File: config.mk
export PLATFORM = sky130hd
export DESIGN_NAME = ptsc_port_ctl
export DESIGN_NICKNAME = d
export VERILOG_FILES = /design/src/hdl/ptsc_pkg.sv /design/src/hdl/ptsc_gate_if.sv /design/src/hdl/ptsc_port_ctl.sv /design/src/hdl/ptsc_msg_gate.sv
export SDC_FILE = /design/constraint.sdc
export NUM_CORES = 1
export LEC_CHECK = 0
export BUFFER_PORTS_ARGS = -buffer_cell sky130_fd_sc_hd__clkbuf_2
export CAP_MARGIN = 20
export CORE_AREA = 2 2 110 112
export DETAILED_ROUTE_END_ITERATION = 7
export DIE_AREA = 0 0 112 114
export GPL_TIMING_DRIVEN = 0
export PLACE_DENSITY = 0.67
export SLEW_MARGIN = 20
export SYNTH_ARGS = -nofsm -noshare
export SYNTH_HDL_FRONTEND = slang
export SYNTH_SLANG_ARGS = --single-unit
File: constraint.sdc
create_clock -name clk -period 2.7 [get_ports clk]
set_clock_uncertainty 0.2 [all_clocks]
set_input_delay 0.135 -clock clk [delete_from_list [all_inputs] [get_ports clk]]
set_output_delay 0.135 -clock clk [all_outputs]
set_load 0.01 [all_outputs]
File: src/hdl/ptsc_pkg.sv
/*
  Constants, types and helpers for the time sync port state control.
  Assumes a 20 MHz clock and a plain register port with 8-bit addresses.
*/
// Behaviour
// - Mode off stops all protocol activity on the port.
// - Automatic mode enables the protocol; best-master choice picks master or slave.
// - Slave mode never offers this port as master.
// - A read-only register shows the live port state.
// - Initializing sets up the port and transmits nothing.
// - Any boundary port initializing holds every port initializing; a faulty port here stays faulty instead.
// - Faulty sends only management answers to management messages.
// - Port faults stay local; an unconfined fault makes all ports faulty.
// - Disabled sends nothing and drops all received non-management messages.
// - Listening waits for expiry or announce; sends peer delay, signaling, management answers.
// - Tentative leader acts as master but sends only peer delay, signaling, management.
// - Passive sends only peer delay, signaling and management answers.
// - A selected master leads through uncalibrated before slave.
// - The slave state actively synchronises to the selected master.
// - Best clock shown only in automatic mode after a remote master was seen.
`default_nettype none
package ptsc_pkg;
  // ****************************************
  // Register map.
  // ****************************************
  localparam logic [7:0] REG_MODE = 8'h00;
  localparam logic [7:0] REG_STATE = 8'h04;
  localparam logic [7:0] REG_IRQ_STATUS = 8'h08;
  localparam logic [7:0] REG_IRQ_MASK = 8'h0c;
  localparam logic [1:0] MODE_OFF = 2'h0;
  localparam logic [1:0] MODE_AUTO = 2'h1;
  localparam logic [1:0] MODE_SLAVE = 2'h2;
  localparam logic [1:0] MODE_RESET = 2'h0;
  localparam int IRQ_W = 3;
  localparam int IRQ_STATE_CHG = 0;
  localparam int IRQ_FAULT = 1;
  localparam int IRQ_EXPIRY = 2;
  localparam logic [2:0] MASK_RESET = 3'h0;
  // ****************************************
  // Timing.
  // ****************************************
  localparam int CLK_HZ = 20_000_000;
  localparam int ANNOUNCE_WAIT_MS = 3000;
  localparam int ANNOUNCE_WAIT_CYC = ANNOUNCE_WAIT_MS * (CLK_HZ / 1000);
  localparam int QUALIFY_NS = 1000;
  localparam logic [7:0] QUALIFY_CYC = 8'((QUALIFY_NS * (CLK_HZ / 1_000_000)) / 1000);
  // ****************************************
  // Port states, best-master advice, message kinds.
  // ****************************************
  typedef enum logic [3:0] {
    PS_INIT,
    PS_FAULTY,
    PS_DISABLED,
    PS_LISTENING,
    PS_TENTATIVE,
    PS_MASTER,
    PS_PASSIVE,
    PS_UNCAL,
    PS_SLAVE,
    PS_BEST
  } ptsc_state_t;
  localparam logic [1:0] REC_NONE = 2'h0;
  localparam logic [1:0] REC_MASTER = 2'h1;
  localparam logic [1:0] REC_SLAVE = 2'h2;
  localparam logic [1:0] REC_PASSIVE = 2'h3;
  localparam logic [3:0] MSG_PDELAY_REQ = 4'h2;
  localparam logic [3:0] MSG_PDELAY_RESP = 4'h3;
  localparam logic [3:0] MSG_PDELAY_FU = 4'ha;
  localparam logic [3:0] MSG_SIGNALING = 4'hc;
  localparam logic [3:0] MSG_MGMT = 4'hd;

  // True for peer delay and signaling messages.
  function automatic logic peer_or_sig(input logic [3:0] t);
    peer_or_sig = (t == MSG_PDELAY_REQ) || (t == MSG_PDELAY_RESP)
      || (t == MSG_PDELAY_FU) || (t == MSG_SIGNALING);
  endfunction
endpackage
`default_nettype wire

File: src/hdl/ptsc_gate_if.sv
/*
  Carrier between the port state control and its message gate.
  Assumes both ends share one clock.
*/
`default_nettype none
interface ptsc_gate_if;
  ptsc_pkg::ptsc_state_t st;
  logic mode_off;
  logic tx_req;
  logic [3:0] tx_type;
  logic tx_mgmt_resp;
  logic rx_valid;
  logic [3:0] rx_type;
  logic tx_grant;
  logic tx_deny;
  logic rx_accept;
  logic rx_drop;
  modport ctl (output st, mode_off, tx_req, tx_type, tx_mgmt_resp, rx_valid, rx_type,
    input tx_grant, tx_deny, rx_accept, rx_drop);
  modport gate (input st, mode_off, tx_req, tx_type, tx_mgmt_resp, rx_valid, rx_type,
    output tx_grant, tx_deny, rx_accept, rx_drop);
endinterface
`default_nettype wire

File: src/hdl/ptsc_port_ctl.sv
/*
  Time sync port state control: mode register, port state machine,
  announce wait timer, message gate and interrupt logic.
  Assumes a protocol engine that reports announces, best-master advice,
  calibration and faults, and asks before each message moves.
*/
`default_nettype none
module ptsc_port_ctl #(
  parameter int ANNOUNCE_WAIT_CYC = ptsc_pkg::ANNOUNCE_WAIT_CYC
) (
  input wire logic clk,
  input wire logic rst,
  input wire logic [7:0] addr,
  input wire logic [31:0] wdata,
  input wire logic wr,
  input wire logic rd,
  output logic [31:0] rdata,
  output logic irq,
  input wire logic init_done,
  input wire logic peer_port_init,
  input wire logic peer_port_fault,
  input wire logic fault_detect,
  input wire logic fault_confined,
  input wire logic fault_clear,
  input wire logic announce_rx,
  input wire logic [1:0] bmc_rec,
  input wire logic calib_done,
  input wire logic tx_req,
  input wire logic [3:0] tx_type,
  input wire logic tx_mgmt_resp,
  input wire logic rx_valid,
  input wire logic [3:0] rx_type,
  output logic tx_grant,
  output logic tx_deny,
  output logic rx_accept,
  output logic rx_drop,
  output logic [3:0] time_sync_port_state,
  output logic all_ports_init,
  output logic all_ports_fault,
  output logic servo_init,
  output logic servo_run,
  output logic time_source
);
  ptsc_pkg::ptsc_state_t st;
  ptsc_pkg::ptsc_state_t next_st;
  logic [1:0] time_sync_mode_select;
  logic [31:0] wait_cnt;
  logic wait_run;
  logic announce_wait_expiry;
  logic [7:0] q_cnt;
  logic q_done;
  logic seen_remote;
  logic is_auto;
  logic is_off;
  logic [2:0] irq_status;
  logic [2:0] irq_mask;
  logic [2:0] irq_ev;
  logic rd_status;

  ptsc_gate_if gi ();

  assign is_auto = (time_sync_mode_select == ptsc_pkg::MODE_AUTO);
  assign is_off = (time_sync_mode_select == ptsc_pkg::MODE_OFF);
  assign rd_status = rd && (addr == ptsc_pkg::REG_IRQ_STATUS);

  // ****************************************
  // Message gate.
  // ****************************************
  assign gi.st = st;
  assign gi.mode_off = is_off;
  assign gi.tx_req = tx_req;
  assign gi.tx_type = tx_type;
  assign gi.tx_mgmt_resp = tx_mgmt_resp;
  assign gi.rx_valid = rx_valid;
  assign gi.rx_type = rx_type;

  ptsc_msg_gate u_gate (
    .clk(clk),
    .rst(rst),
    .g(gi.gate)
  );

  assign tx_grant = gi.tx_grant;
  assign tx_deny = gi.tx_deny;
  assign rx_accept = gi.rx_accept;
  assign rx_drop = gi.rx_drop;
  assign time_sync_port_state = st;

  // ****************************************
  // Announce wait timer.
  // ****************************************
  always_comb
  begin
    case (st)
      ptsc_pkg::PS_LISTENING,
      ptsc_pkg::PS_PASSIVE,
      ptsc_pkg::PS_UNCAL,
      ptsc_pkg::PS_SLAVE: wait_run = 1'b1;
      default: wait_run = 1'b0;
    endcase
  end

  assign announce_wait_expiry = wait_run && !announce_rx
    && (wait_cnt == 32'(ANNOUNCE_WAIT_CYC - 1));

  always_ff @(posedge clk or posedge rst)
  begin
    if (rst)
    begin
      wait_cnt <= 32'h0;
    end
    else if (!wait_run || announce_rx || announce_wait_expiry || (next_st != st))
    begin
      wait_cnt <= 32'h0;
    end
    else
    begin
      wait_cnt <= wait_cnt + 32'h1;
    end
  end

  // ****************************************
  // Tentative leader qualification.
  // ****************************************
  assign q_done = (st == ptsc_pkg::PS_TENTATIVE) && (q_cnt == ptsc_pkg::QUALIFY_CYC - 8'h1);

  always_ff @(posedge clk or posedge rst)
  begin
    if (rst)
    begin
      q_cnt <= 8'h0;
    end
    else if ((st != ptsc_pkg::PS_TENTATIVE) || (next_st != st))
    begin
      q_cnt <= 8'h0;
    end
    else
    begin
      q_cnt <= q_cnt + 8'h1;
    end
  end

  // ****************************************
  // Remote master seen.
  // ****************************************
  always_ff @(posedge clk or posedge rst)
  begin
    if (rst)
    begin
      seen_remote <= 1'b0;
    end
    else if (!is_auto)
    begin
      seen_remote <= 1'b0;
    end
    else if ((st == ptsc_pkg::PS_UNCAL) || (st == ptsc_pkg::PS_SLAVE))
    begin
      seen_remote <= 1'b1;
    end
  end

  // ****************************************
  // Port state machine.
  // ****************************************
  always_comb
  begin
    next_st = st;
    case (st)
      ptsc_pkg::PS_INIT:
      begin
        if (init_done)
        begin
          next_st = is_off ? ptsc_pkg::PS_DISABLED : ptsc_pkg::PS_LISTENING;
        end
      end
      ptsc_pkg::PS_FAULTY:
      begin
        if (fault_clear)
        begin
          next_st = ptsc_pkg::PS_INIT;
        end
      end
      ptsc_pkg::PS_DISABLED:
      begin
        if (!is_off)
        begin
          next_st = ptsc_pkg::PS_LISTENING;
        end
      end
      ptsc_pkg::PS_LISTENING,
      ptsc_pkg::PS_PASSIVE,
      ptsc_pkg::PS_UNCAL,
      ptsc_pkg::PS_SLAVE,
      ptsc_pkg::PS_TENTATIVE,
      ptsc_pkg::PS_MASTER,
      ptsc_pkg::PS_BEST:
      begin
        if (announce_rx && (bmc_rec == ptsc_pkg::REC_SLAVE))
        begin
          if (st != ptsc_pkg::PS_SLAVE)
          begin
            next_st = ptsc_pkg::PS_UNCAL;
          end
        end
        else if (announce_rx && (bmc_rec == ptsc_pkg::REC_PASSIVE))
        begin
          next_st = ptsc_pkg::PS_PASSIVE;
        end
        else if (announce_rx && (bmc_rec == ptsc_pkg::REC_MASTER) && is_auto
          && (st != ptsc_pkg::PS_MASTER) && (st != ptsc_pkg::PS_BEST))
        begin
          next_st = ptsc_pkg::PS_TENTATIVE;
        end
        else if (announce_wait_expiry)
        begin
          next_st = is_auto ? ptsc_pkg::PS_TENTATIVE : ptsc_pkg::PS_LISTENING;
        end
        else if ((st == ptsc_pkg::PS_UNCAL) && calib_done)
        begin
          next_st = ptsc_pkg::PS_SLAVE;
        end
        else if (q_done)
        begin
          next_st = seen_remote ? ptsc_pkg::PS_BEST : ptsc_pkg::PS_MASTER;
        end
        if (!is_auto && ((st == ptsc_pkg::PS_TENTATIVE) || (st == ptsc_pkg::PS_MASTER)
          || (st == ptsc_pkg::PS_BEST)))
        begin
          next_st = ptsc_pkg::PS_LISTENING;
        end
      end
      default: next_st = ptsc_pkg::PS_INIT;
    endcase
    if (st != ptsc_pkg::PS_INIT && st != ptsc_pkg::PS_FAULTY)
    begin
      if (is_off)
      begin
        next_st = ptsc_pkg::PS_DISABLED;
      end
      else if (fault_detect || peer_port_fault)
      begin
        next_st = ptsc_pkg::PS_FAULTY;
      end
    end
    if (peer_port_init && st != ptsc_pkg::PS_FAULTY)
    begin
      next_st = ptsc_pkg::PS_INIT;
    end
  end

  always_ff @(posedge clk or posedge rst)
  begin
    if (rst)
    begin
      st <= ptsc_pkg::PS_INIT;
    end
    else
    begin
      st <= next_st;
    end
  end

  // ****************************************
  // Status outputs toward the system.
  // ****************************************
  always_ff @(posedge clk or posedge rst)
  begin
    if (rst)
    begin
      all_ports_init <= 1'b1;
      servo_init <= 1'b0;
      servo_run <= 1'b0;
      time_source <= 1'b0;
    end
    else
    begin
      all_ports_init <= (next_st == ptsc_pkg::PS_INIT);
      servo_init <= (next_st == ptsc_pkg::PS_UNCAL);
      servo_run <= (next_st == ptsc_pkg::PS_SLAVE);
      time_source <= (next_st == ptsc_pkg::PS_MASTER)
        || (next_st == ptsc_pkg::PS_BEST);
    end
  end

  always_ff @(posedge clk or posedge rst)
  begin
    if (rst)
    begin
      all_ports_fault <= 1'b0;
    end
    else if (fault_detect && !fault_confined && !is_off)
    begin
      all_ports_fault <= 1'b1;
    end
    else if (fault_clear)
    begin
      all_ports_fault <= 1'b0;
    end
  end

  // ****************************************
  // Mode register.
  // ****************************************
  always_ff @(posedge clk or posedge rst)
  begin
    if (rst)
    begin
      time_sync_mode_select <= ptsc_pkg::MODE_RESET;
    end
    else if (wr && (addr == ptsc_pkg::REG_MODE) && (wdata[1:0] != 2'h3))
    begin
      time_sync_mode_select <= wdata[1:0];
    end
  end

  // ****************************************
  // Interrupts.
  // ****************************************
  always_comb
  begin
    irq_ev = 3'h0;
    irq_ev[ptsc_pkg::IRQ_STATE_CHG] = (next_st != st);
    irq_ev[ptsc_pkg::IRQ_FAULT] = (next_st == ptsc_pkg::PS_FAULTY)
      && (st != ptsc_pkg::PS_FAULTY);
    irq_ev[ptsc_pkg::IRQ_EXPIRY] = announce_wait_expiry;
  end

  always_ff @(posedge clk or posedge rst)
  begin
    if (rst)
    begin
      irq_status <= 3'h0;
    end
    else
    begin
      irq_status <= (rd_status ? 3'h0 : irq_status) | irq_ev;
    end
  end

  always_ff @(posedge clk or posedge rst)
  begin
    if (rst)
    begin
      irq_mask <= ptsc_pkg::MASK_RESET;
    end
    else if (wr && (addr == ptsc_pkg::REG_IRQ_MASK))
    begin
      irq_mask <= wdata[2:0];
    end
  end

  always_ff @(posedge clk or posedge rst)
  begin
    if (rst)
    begin
      irq <= 1'b0;
    end
    else
    begin
      irq <= |(((rd_status ? 3'h0 : irq_status) | irq_ev) & irq_mask);
    end
  end

  // ****************************************
  // Register read port.
  // ****************************************
  always_ff @(posedge clk or posedge rst)
  begin
    if (rst)
    begin
      rdata <= 32'h0;
    end
    else if (rd)
    begin
      case (addr)
        ptsc_pkg::REG_MODE: rdata <= {30'h0, time_sync_mode_select};
        ptsc_pkg::REG_STATE: rdata <= {28'h0, st};
        ptsc_pkg::REG_IRQ_STATUS: rdata <= {29'h0, irq_status};
        ptsc_pkg::REG_IRQ_MASK: rdata <= {29'h0, irq_mask};
        default: rdata <= 32'h0;
      endcase
    end
    else
    begin
      rdata <= 32'h0;
    end
  end
endmodule
`default_nettype wire

File: src/hdl/ptsc_msg_gate.sv
/*
  Message gate: grants or refuses each transmit and receive by port state.
  Assumes requests are one-cycle pulses synchronous to clk.
*/
`default_nettype none
module ptsc_msg_gate (
  input wire logic clk,
  input wire logic rst,
  ptsc_gate_if.gate g
);
  // ****************************************
  // Transmit and receive policy.
  // ****************************************
  function automatic logic tx_ok(input ptsc_pkg::ptsc_state_t s, input logic [3:0] t,
    input logic resp);
    case (s)
      ptsc_pkg::PS_INIT: tx_ok = 1'b0;
      ptsc_pkg::PS_DISABLED: tx_ok = 1'b0;
      ptsc_pkg::PS_FAULTY: tx_ok = (t == ptsc_pkg::MSG_MGMT) && resp;
      ptsc_pkg::PS_LISTENING,
      ptsc_pkg::PS_PASSIVE: tx_ok = ptsc_pkg::peer_or_sig(t)
        || ((t == ptsc_pkg::MSG_MGMT) && resp);
      ptsc_pkg::PS_TENTATIVE: tx_ok = ptsc_pkg::peer_or_sig(t)
        || (t == ptsc_pkg::MSG_MGMT);
      default: tx_ok = 1'b1;
    endcase
  endfunction

  function automatic logic rx_ok(input ptsc_pkg::ptsc_state_t s, input logic [3:0] t);
    case (s)
      ptsc_pkg::PS_INIT: rx_ok = 1'b0;
      ptsc_pkg::PS_DISABLED: rx_ok = (t == ptsc_pkg::MSG_MGMT);
      default: rx_ok = 1'b1;
    endcase
  endfunction

  // ****************************************
  // Registered verdicts.
  // ****************************************
  always_ff @(posedge clk or posedge rst)
  begin
    if (rst)
    begin
      g.tx_grant <= 1'b0;
      g.tx_deny <= 1'b0;
    end
    else
    begin
      g.tx_grant <= g.tx_req && !g.mode_off && tx_ok(g.st, g.tx_type, g.tx_mgmt_resp);
      g.tx_deny <= g.tx_req && (g.mode_off || !tx_ok(g.st, g.tx_type, g.tx_mgmt_resp));
    end
  end

  always_ff @(posedge clk or posedge rst)
  begin
    if (rst)
    begin
      g.rx_accept <= 1'b0;
      g.rx_drop <= 1'b0;
    end
    else
    begin
      g.rx_accept <= g.rx_valid && !g.mode_off && rx_ok(g.st, g.rx_type);
      g.rx_drop <= g.rx_valid && (g.mode_off || !rx_ok(g.st, g.rx_type));
    end
  end
endmodule
`default_nettype wire

* Word level (Yosys, flattened, before mapping)
Index checks and enable logic that the tools add are counted.
** Storage, ports and cells
- Flip-flop bits (word level) :: 95
** Operators by class
- Add/sub/neg operators :: 2
- Bitwise gates (word level) :: 2
- Equal/unequal tests :: 37
- Multiplexer cells :: 31
- Reductions and logical operators :: 61
** Operators with widths (number)
- $mux 32 :: 2
- $mux 4 :: 16
- $add 32x1->32 const B :: 1
- $eq 32x26->1 const B :: 1
- $eq 4x4->1 const B :: 8
- $pmux 4 s4 :: 2
- $logic_and 1x1->1 :: 27
- $eq 4x3->1 const B :: 6
- $eq 4x2->1 const B :: 4
- $eq 8x4->1 const B :: 2
- $logic_or 1x1->1 :: 16
- $add 8x1->8 const B :: 1
- $eq 4x1->1 const B :: 2
- $eq 8x3->1 const B :: 1
- $eq 8x5->1 const B :: 1
- $logic_not 4->1 :: 2
- $logic_not 8->1 :: 1
- $mux 8 :: 1
- $ne 4x3->1 const B :: 2
- $ne 4x4->1 const B :: 2
- $logic_not 1->1 :: 7
- $reduce_or 7->1 :: 1
- $mux 1 :: 6
- $mux 3 :: 2
- other kinds (16) :: 19

* Longest topological paths before layout
- Depth in word-level cells :: 20
- Mapped depth :: 11

* Modules after synthesis
Synthesis repeated with hierarchy kept, for this count alone.
** Unflattened totals
- Cell total of the unflattened synthesis :: 430
- Area, all modules :: 4013.8 µm²
** Modules (own cells, without submodules)
- ptsc_port_ctl :: area each 3777.4 µm², instances 1, cells an instance 404
- ptsc_msg_gate :: area each 236.5 µm², instances 1, cells an instance 26

* Worst setup path before layout
OpenSTA, ideal clock, no wires.
- Path kind :: register -> register
- Start :: register st[2] (netlist: time_sync_port_state[2])
- End :: register irq
- Arrival time :: 2.735 ns
- Setup slack :: -0.361 ns
- Library setup time :: 0.126 ns
- Path buffers :: 1
- Data required time :: 2.374 ns
- Cell stages (with the launch flop) :: 10
- Cells stage by stage :: dfrtp_1 buf_2 or4b_4 a22oi_2 nand3_2 a2111o_1 xnor2_1 a41oi_1 nand4b_4 a221o_1
** Between the ends
- Word-level cells in the longest chain between the ends :: 20
** Ends and longest elaborated chain
- start, declared :: RTL line ptsc_port_ctl.sv:44 : ptsc_pkg::ptsc_state_t st;
- start signal, assigned :: RTL line ptsc_port_ctl.sv:255 : st <= ptsc_pkg::PS_INIT;
- start signal, assigned :: RTL line ptsc_port_ctl.sv:259 : st <= next_st;
- $eq 4x3->1 (tied with other cells) :: RTL line ptsc_port_ctl.sv:94, ptsc_port_ctl.sv:168, ptsc_port_ctl.sv:218
- $reduce_or 4->1 :: RTL line ptsc_port_ctl.sv:94 : case (st)
- $mux 1 :: RTL line ptsc_port_ctl.sv:94
- $logic_and 1x1->1 :: RTL line ptsc_port_ctl.sv:103 : assign announce_wait_expiry = wait_run && !announce_rx
- $logic_and 1x1->1 :: RTL line ptsc_port_ctl.sv:104 : && (wait_cnt == 32'(ANNOUNCE_WAIT_CYC - 1));
- $mux 4 :: RTL line ptsc_port_ctl.sv:214 : else if (announce_wait_expiry)
- $mux 4 :: RTL line ptsc_port_ctl.sv:209 : else if (announce_rx && (bmc_rec == ptsc_pkg::REC_MASTER) && is_auto
- $mux 4 :: RTL line ptsc_port_ctl.sv:205 : else if (announce_rx && (bmc_rec == ptsc_pkg::REC_PASSIVE))
- [... 4 more ...]
- $mux 4 :: RTL line ptsc_port_ctl.sv:236 : if (is_off)
- $mux 4 :: RTL line ptsc_port_ctl.sv:234 : if (st != ptsc_pkg::PS_INIT && st != ptsc_pkg::PS_FAULTY)
- $mux 4 :: RTL line ptsc_port_ctl.sv:245 : if (peer_port_init && st != ptsc_pkg::PS_FAULTY)
- $eq 4x1->1 :: RTL line ptsc_port_ctl.sv:323 : irq_ev[ptsc_pkg::IRQ_FAULT] = (next_st == ptsc_pkg::PS_FAULTY)
- $logic_and 1x1->1 :: RTL line ptsc_port_ctl.sv:324 : && (st != ptsc_pkg::PS_FAULTY);
- $or 3x3->3 (*) :: RTL line ptsc_port_ctl.sv:360 : irq <= |(((rd_status ? 3'h0 : irq_status) | irq_ev) & irq_mask);
- $and 3x3->3 (*) :: RTL line ptsc_port_ctl.sv:360
- $reduce_or 3->1 (*) :: RTL line ptsc_port_ctl.sv:360
- end signal, assigned :: RTL line ptsc_port_ctl.sv:360
- end, declared :: RTL line ptsc_port_ctl.sv:18 : output logic irq,
Every way passes the cells marked *; elsewhere a longest branch is shown, timed or not.
A chain may end at the register's enable or synchronous reset.

* Final worst setup path
- Start :: register st[2] (netlist: time_sync_port_state[2])
- End :: register wait_cnt[4]
** Between the ends
- Word-level cells in the longest chain between the ends :: 18
** Ends and longest elaborated chain
- $eq 4x3->1 (tied with other cells) :: RTL line ptsc_port_ctl.sv:94, ptsc_port_ctl.sv:168, ptsc_port_ctl.sv:218
- $reduce_or 4->1 :: RTL line ptsc_port_ctl.sv:94
- $mux 1 :: RTL line ptsc_port_ctl.sv:94
- $logic_and 1x1->1 :: RTL line ptsc_port_ctl.sv:103
- $logic_and 1x1->1 :: RTL line ptsc_port_ctl.sv:104
- $mux 4 :: RTL line ptsc_port_ctl.sv:214
- $mux 4 :: RTL line ptsc_port_ctl.sv:209
- $mux 4 :: RTL line ptsc_port_ctl.sv:205
- [... 2 more ...]
- $pmux 4 s4 :: RTL line ptsc_port_ctl.sv:168 : case (st)
- $mux 4 :: RTL line ptsc_port_ctl.sv:240 : else if (fault_detect || peer_port_fault)
- $mux 4 :: RTL line ptsc_port_ctl.sv:236
- $mux 4 :: RTL line ptsc_port_ctl.sv:234
- $mux 4 :: RTL line ptsc_port_ctl.sv:245
- $ne 4x4->1 :: RTL line ptsc_port_ctl.sv:112 : else if (!wait_run || announce_rx || announce_wait_expiry || (next_st != st))
- $logic_or 1x1->1 (*) :: RTL line ptsc_port_ctl.sv:112
- $mux 32 (*) :: RTL line ptsc_port_ctl.sv:112
- end signal, assigned :: RTL line ptsc_port_ctl.sv:118 : wait_cnt <= wait_cnt + 32'h1;
- end, declared :: RTL line ptsc_port_ctl.sv:47 : logic [31:0] wait_cnt;
Marks and branches as above.

==> results.yml <==
floorplan:
  start_util_pct: 33.9
  die-area_um2: 12800
  rows: 40
  num_io_pins: 111
  die_w_um: 112
  core_um2: 11700
  die_h_um: 114
global_routing:
  first_global_vias: 3409
  globalRouteMet3Util_pct: 4.41
  grt_pass1_wl_mm: 16.2
  grt-ovfl-total: 0
  grt_antenna_before_repair: 0
  grt_max_degree: 48
  use_met1_pct: 19.8
  busiest_layer: "met2"
  grt_usage_pct: 15.5
  met2_usage_pct: 26.3
status:
  violations: "negative setup slack"
  status: "finished with violations"
yosys:
  yosysTopAreaCellShare_pct: 41.7
  synth_area_leaders: "dfrtp_1 (42%), nor3_1 (6.6%), buf_4 (5.3%)"
  syn-mean-instance-area_um2: 9.53
  synth_area_leader_cell: "dfrtp_1"
  synth.distinct_cells: 71
  seq_area_frac_synth_pct: 42.3
  synth_ff_type: "dfrtp_1"
  ys_seq_elements: 67
  yosysWarnings: 0
  synth_edf_count: 0
  syn_inst: 416
  syn-cell-area_um2: 3970
  async_reset_ff_share_pct: 100
pwr:
  ir_drop_v: 0.000326
  leakage_nw: 2.61
  power_density_nw_per_um2: 499
  fin_total_pwr_w: 0.00288
clock_network:
  cts_root_buf: "clkbuf_16"
  path_clk_slew_ps: 50
  ctsHtreeMaxLevel: 3
  tritoncts: "built"
  worstSkewPairLatency_ps: 330
  cts_buffers: 9
  cts.sinks: 67
  cts_max_path_buffers: 2
placement:
  gp_congestion: 0.918
  hpwl_mm: 6.91
  port_buffers: 52
  placed_area_um2: 4740
  dp.cells: 643
timing:
  relSlewSlack_pct: 40.9
  rsz0062_at_grt: "yes"
  setup_viol: 43
  setup_slack_ps: -354
  min_period_ps: 3050
  slew_violations: 0
  hold_viol: 0
  fin_crit_sh_pct: 113
  worst_pin_slew_ps: 886
  fmax_ghz: 0.327
worst_setup_path:
  cp_max_fo: 10
  end_kind: "flop"
  cp.arrival_ps: 3040
  crit_required_ps: 2680
  crit_type: "reg -> reg"
  cp-start-kind: "flop"
routing:
  drt-total-wl_mm: 10.2
  vias: 3530
  ant_nets: 0
  wl_per_cell_um: 14.4
  drc: 0
  via_per_inst: 5.01
  dr.pass1.iters: 4
  drt-initial-drc-count: 105
hold_path:
  hold_class: "in -> reg"
layout:
  stdcell_count: 704
  num_antenna_cells: 0
  layout-drive-gt1-share_pct: 39.9
  final_area_um2: 5770
  finalNetCount: 622
  area_growth_pct: 45.5
job:
  drv_cap: 0
what timing repair did:
action,CTS,global route
endpoints found under the hold margin,82,0
pin swaps,10,22
resized for setup,23,46
cloned,1,3
setup buffers,13,17
hold buffers,15,0
endpoints found under the setup margin,49,46
sequential cells by signal, summed over array words and instances (netlist names), 2 cells and up:
register               flops
wait_cnt                  32
q_cnt                      8
rdata                      4
time_sync_port_state       4
irq_mask                   3
irq_status                 3
time_sync_mode_select      2
kinds of logic after synthesis:
group                    count (synthesis)  synth area share, %
AND/OR/NAND/NOR                        188                 26.4
flip-flops                              67                 42.3
AO/OA/AOI/OAI                           57                 10.8
buffers and inverters                   57                 9.02
XOR/XNOR                                37                 8.17
multiplexers                             7                 2.52
adder cells (fa/ha/maj)                  2                0.631
other                                    1               0.0946
power breakdown:
part	internal, W	leakage [nW]	switching [W]
combinational	0.000407	1.57	0.000391
clock	0.000626	0.126	0.000407
sequential	0.00103	0.913	0.0000176
total	0.00206	2.61	0.000816
layer usage:
metal | up-vias | routed length [µm]
li1 | 1725 | -
met1 | 1721 | 4390
met2 | 74 | 5230
met3 | 10 | 427
met4 | 0 | 102
met5 | - | 0
area by class of cell:
type                    count  area [µm²]
flip-flops and latches     67        1680
multi-input cells         319        2470
repair buffers            102         782
fillers                  1064        5940
well taps                 147         184
plain buffers              43         349
clock buffers              10         239
inverters                  13        51.3
clock inverters             3        17.5
worst paths after layout:
| path | start | endpoint | slack, ps | cells past startpoint |
|---|---|---|---|---|
| max | time_sync_port_state[2]$_DFF_PP0_ | wait_cnt[4]$_DFF_PP0_ | -350 | 12 |
| min | tx_type[1] | u_gate.g.tx_grant$_DFF_PP0_ | 8 | 4 |
| max reg2reg | time_sync_port_state[2]$_DFF_PP0_ | wait_cnt[4]$_DFF_PP0_ | -350 | 12 |
| min reg2reg | wait_cnt[0]$_DFF_PP0_ | wait_cnt[0]$_DFF_PP0_ | 300 | 1 |
| max in group asynchronous | rst | wait_cnt[0]$_DFF_PP0_ | 1660 | 4 |
| min in group asynchronous | rst | q_cnt[0]$_DFF_PP0_ | 110 | 3 |
cell usage in the layout, fill, tap and decap left out, types with 4 or more instances in the layout:
master	netlist	final
a21o_1	5	5
a21oi_1	8	7
and2_1	6	6
and3_1	7	7
buf_12	0	4
buf_4	28	58
clkbuf_16	0	12
clkbuf_2	0	53
conb_1	1	28
dfrtp_1	66	63
dlygate4sd3_1	0	15
inv_1	13	12
mux2_2	4	4
nand2_1	21	21
nand2b_1	7	5
nand3_1	17	16
nand4_1	12	12
nor2_1	29	29
nor2b_1	7	7
nor3_1	52	11
nor3_2	1	28
nor3_4	0	14
o21ai_0	6	4
xnor2_1	16	15
xor2_1	21	21
critical path, cell delays in order (launching register included):
cell and delay (ps):
dfrtp_1 400, buf_6 130, buf_4 150, nor4b_4 350
a21oi_2 100, nor2_4 240, nand3_1 170, a31o_2 330
a211o_1 330, nand4b_4 140, buf_12 170, clkbuf_16 170
nor3_2 40
synth_stat cells, types with 2 or more instances:
master / n
dfrtp_1: 66
nor3_1: 52
nor2_1: 29
buf_4: 28
nand2_1: 21
xor2_1: 21
nand3_1: 17
xnor2_1: 16
inv_1: 13
nand4_1: 12
a21oi_1: 8
and3_1: 7
buf_2: 7
nand2b_1: 7
nor2b_1: 7
and2_1: 6
o21ai_0: 6
a21o_1: 5
nor4b_1: 5
buf_6: 4
clkbuf_1: 4
mux2_2: 4
or3_1: 4
a211o_1: 3
a22o_1: 3
a31o_2: 3
a31oi_1: 3
and4_1: 3
and3b_1: 2
ha_1: 2
mux4_2: 2
nor4_1: 2
nor4bb_1: 2
o211ai_1: 2
o221ai_1: 2
o22ai_1: 2
o32ai_1: 2
metrics by stage:
step / TNS [ps] / hold slack (ps) / setup WS (ps) / utilization [%]
detailed placement: -27040 / -87.3 / -782 / 40.5
global placement: -31600 / 139 / -753 / 40.2
floorplan: -4010 / 28.7 / -165 / -
finish: -13160 / 7.84 / -354 / 49.3
global route: -18880 / 35.4 / -484 / 49.3
CTS: -14920 / 1.91 / -400 / 46.0
Power figures use the tool's default switching activity.
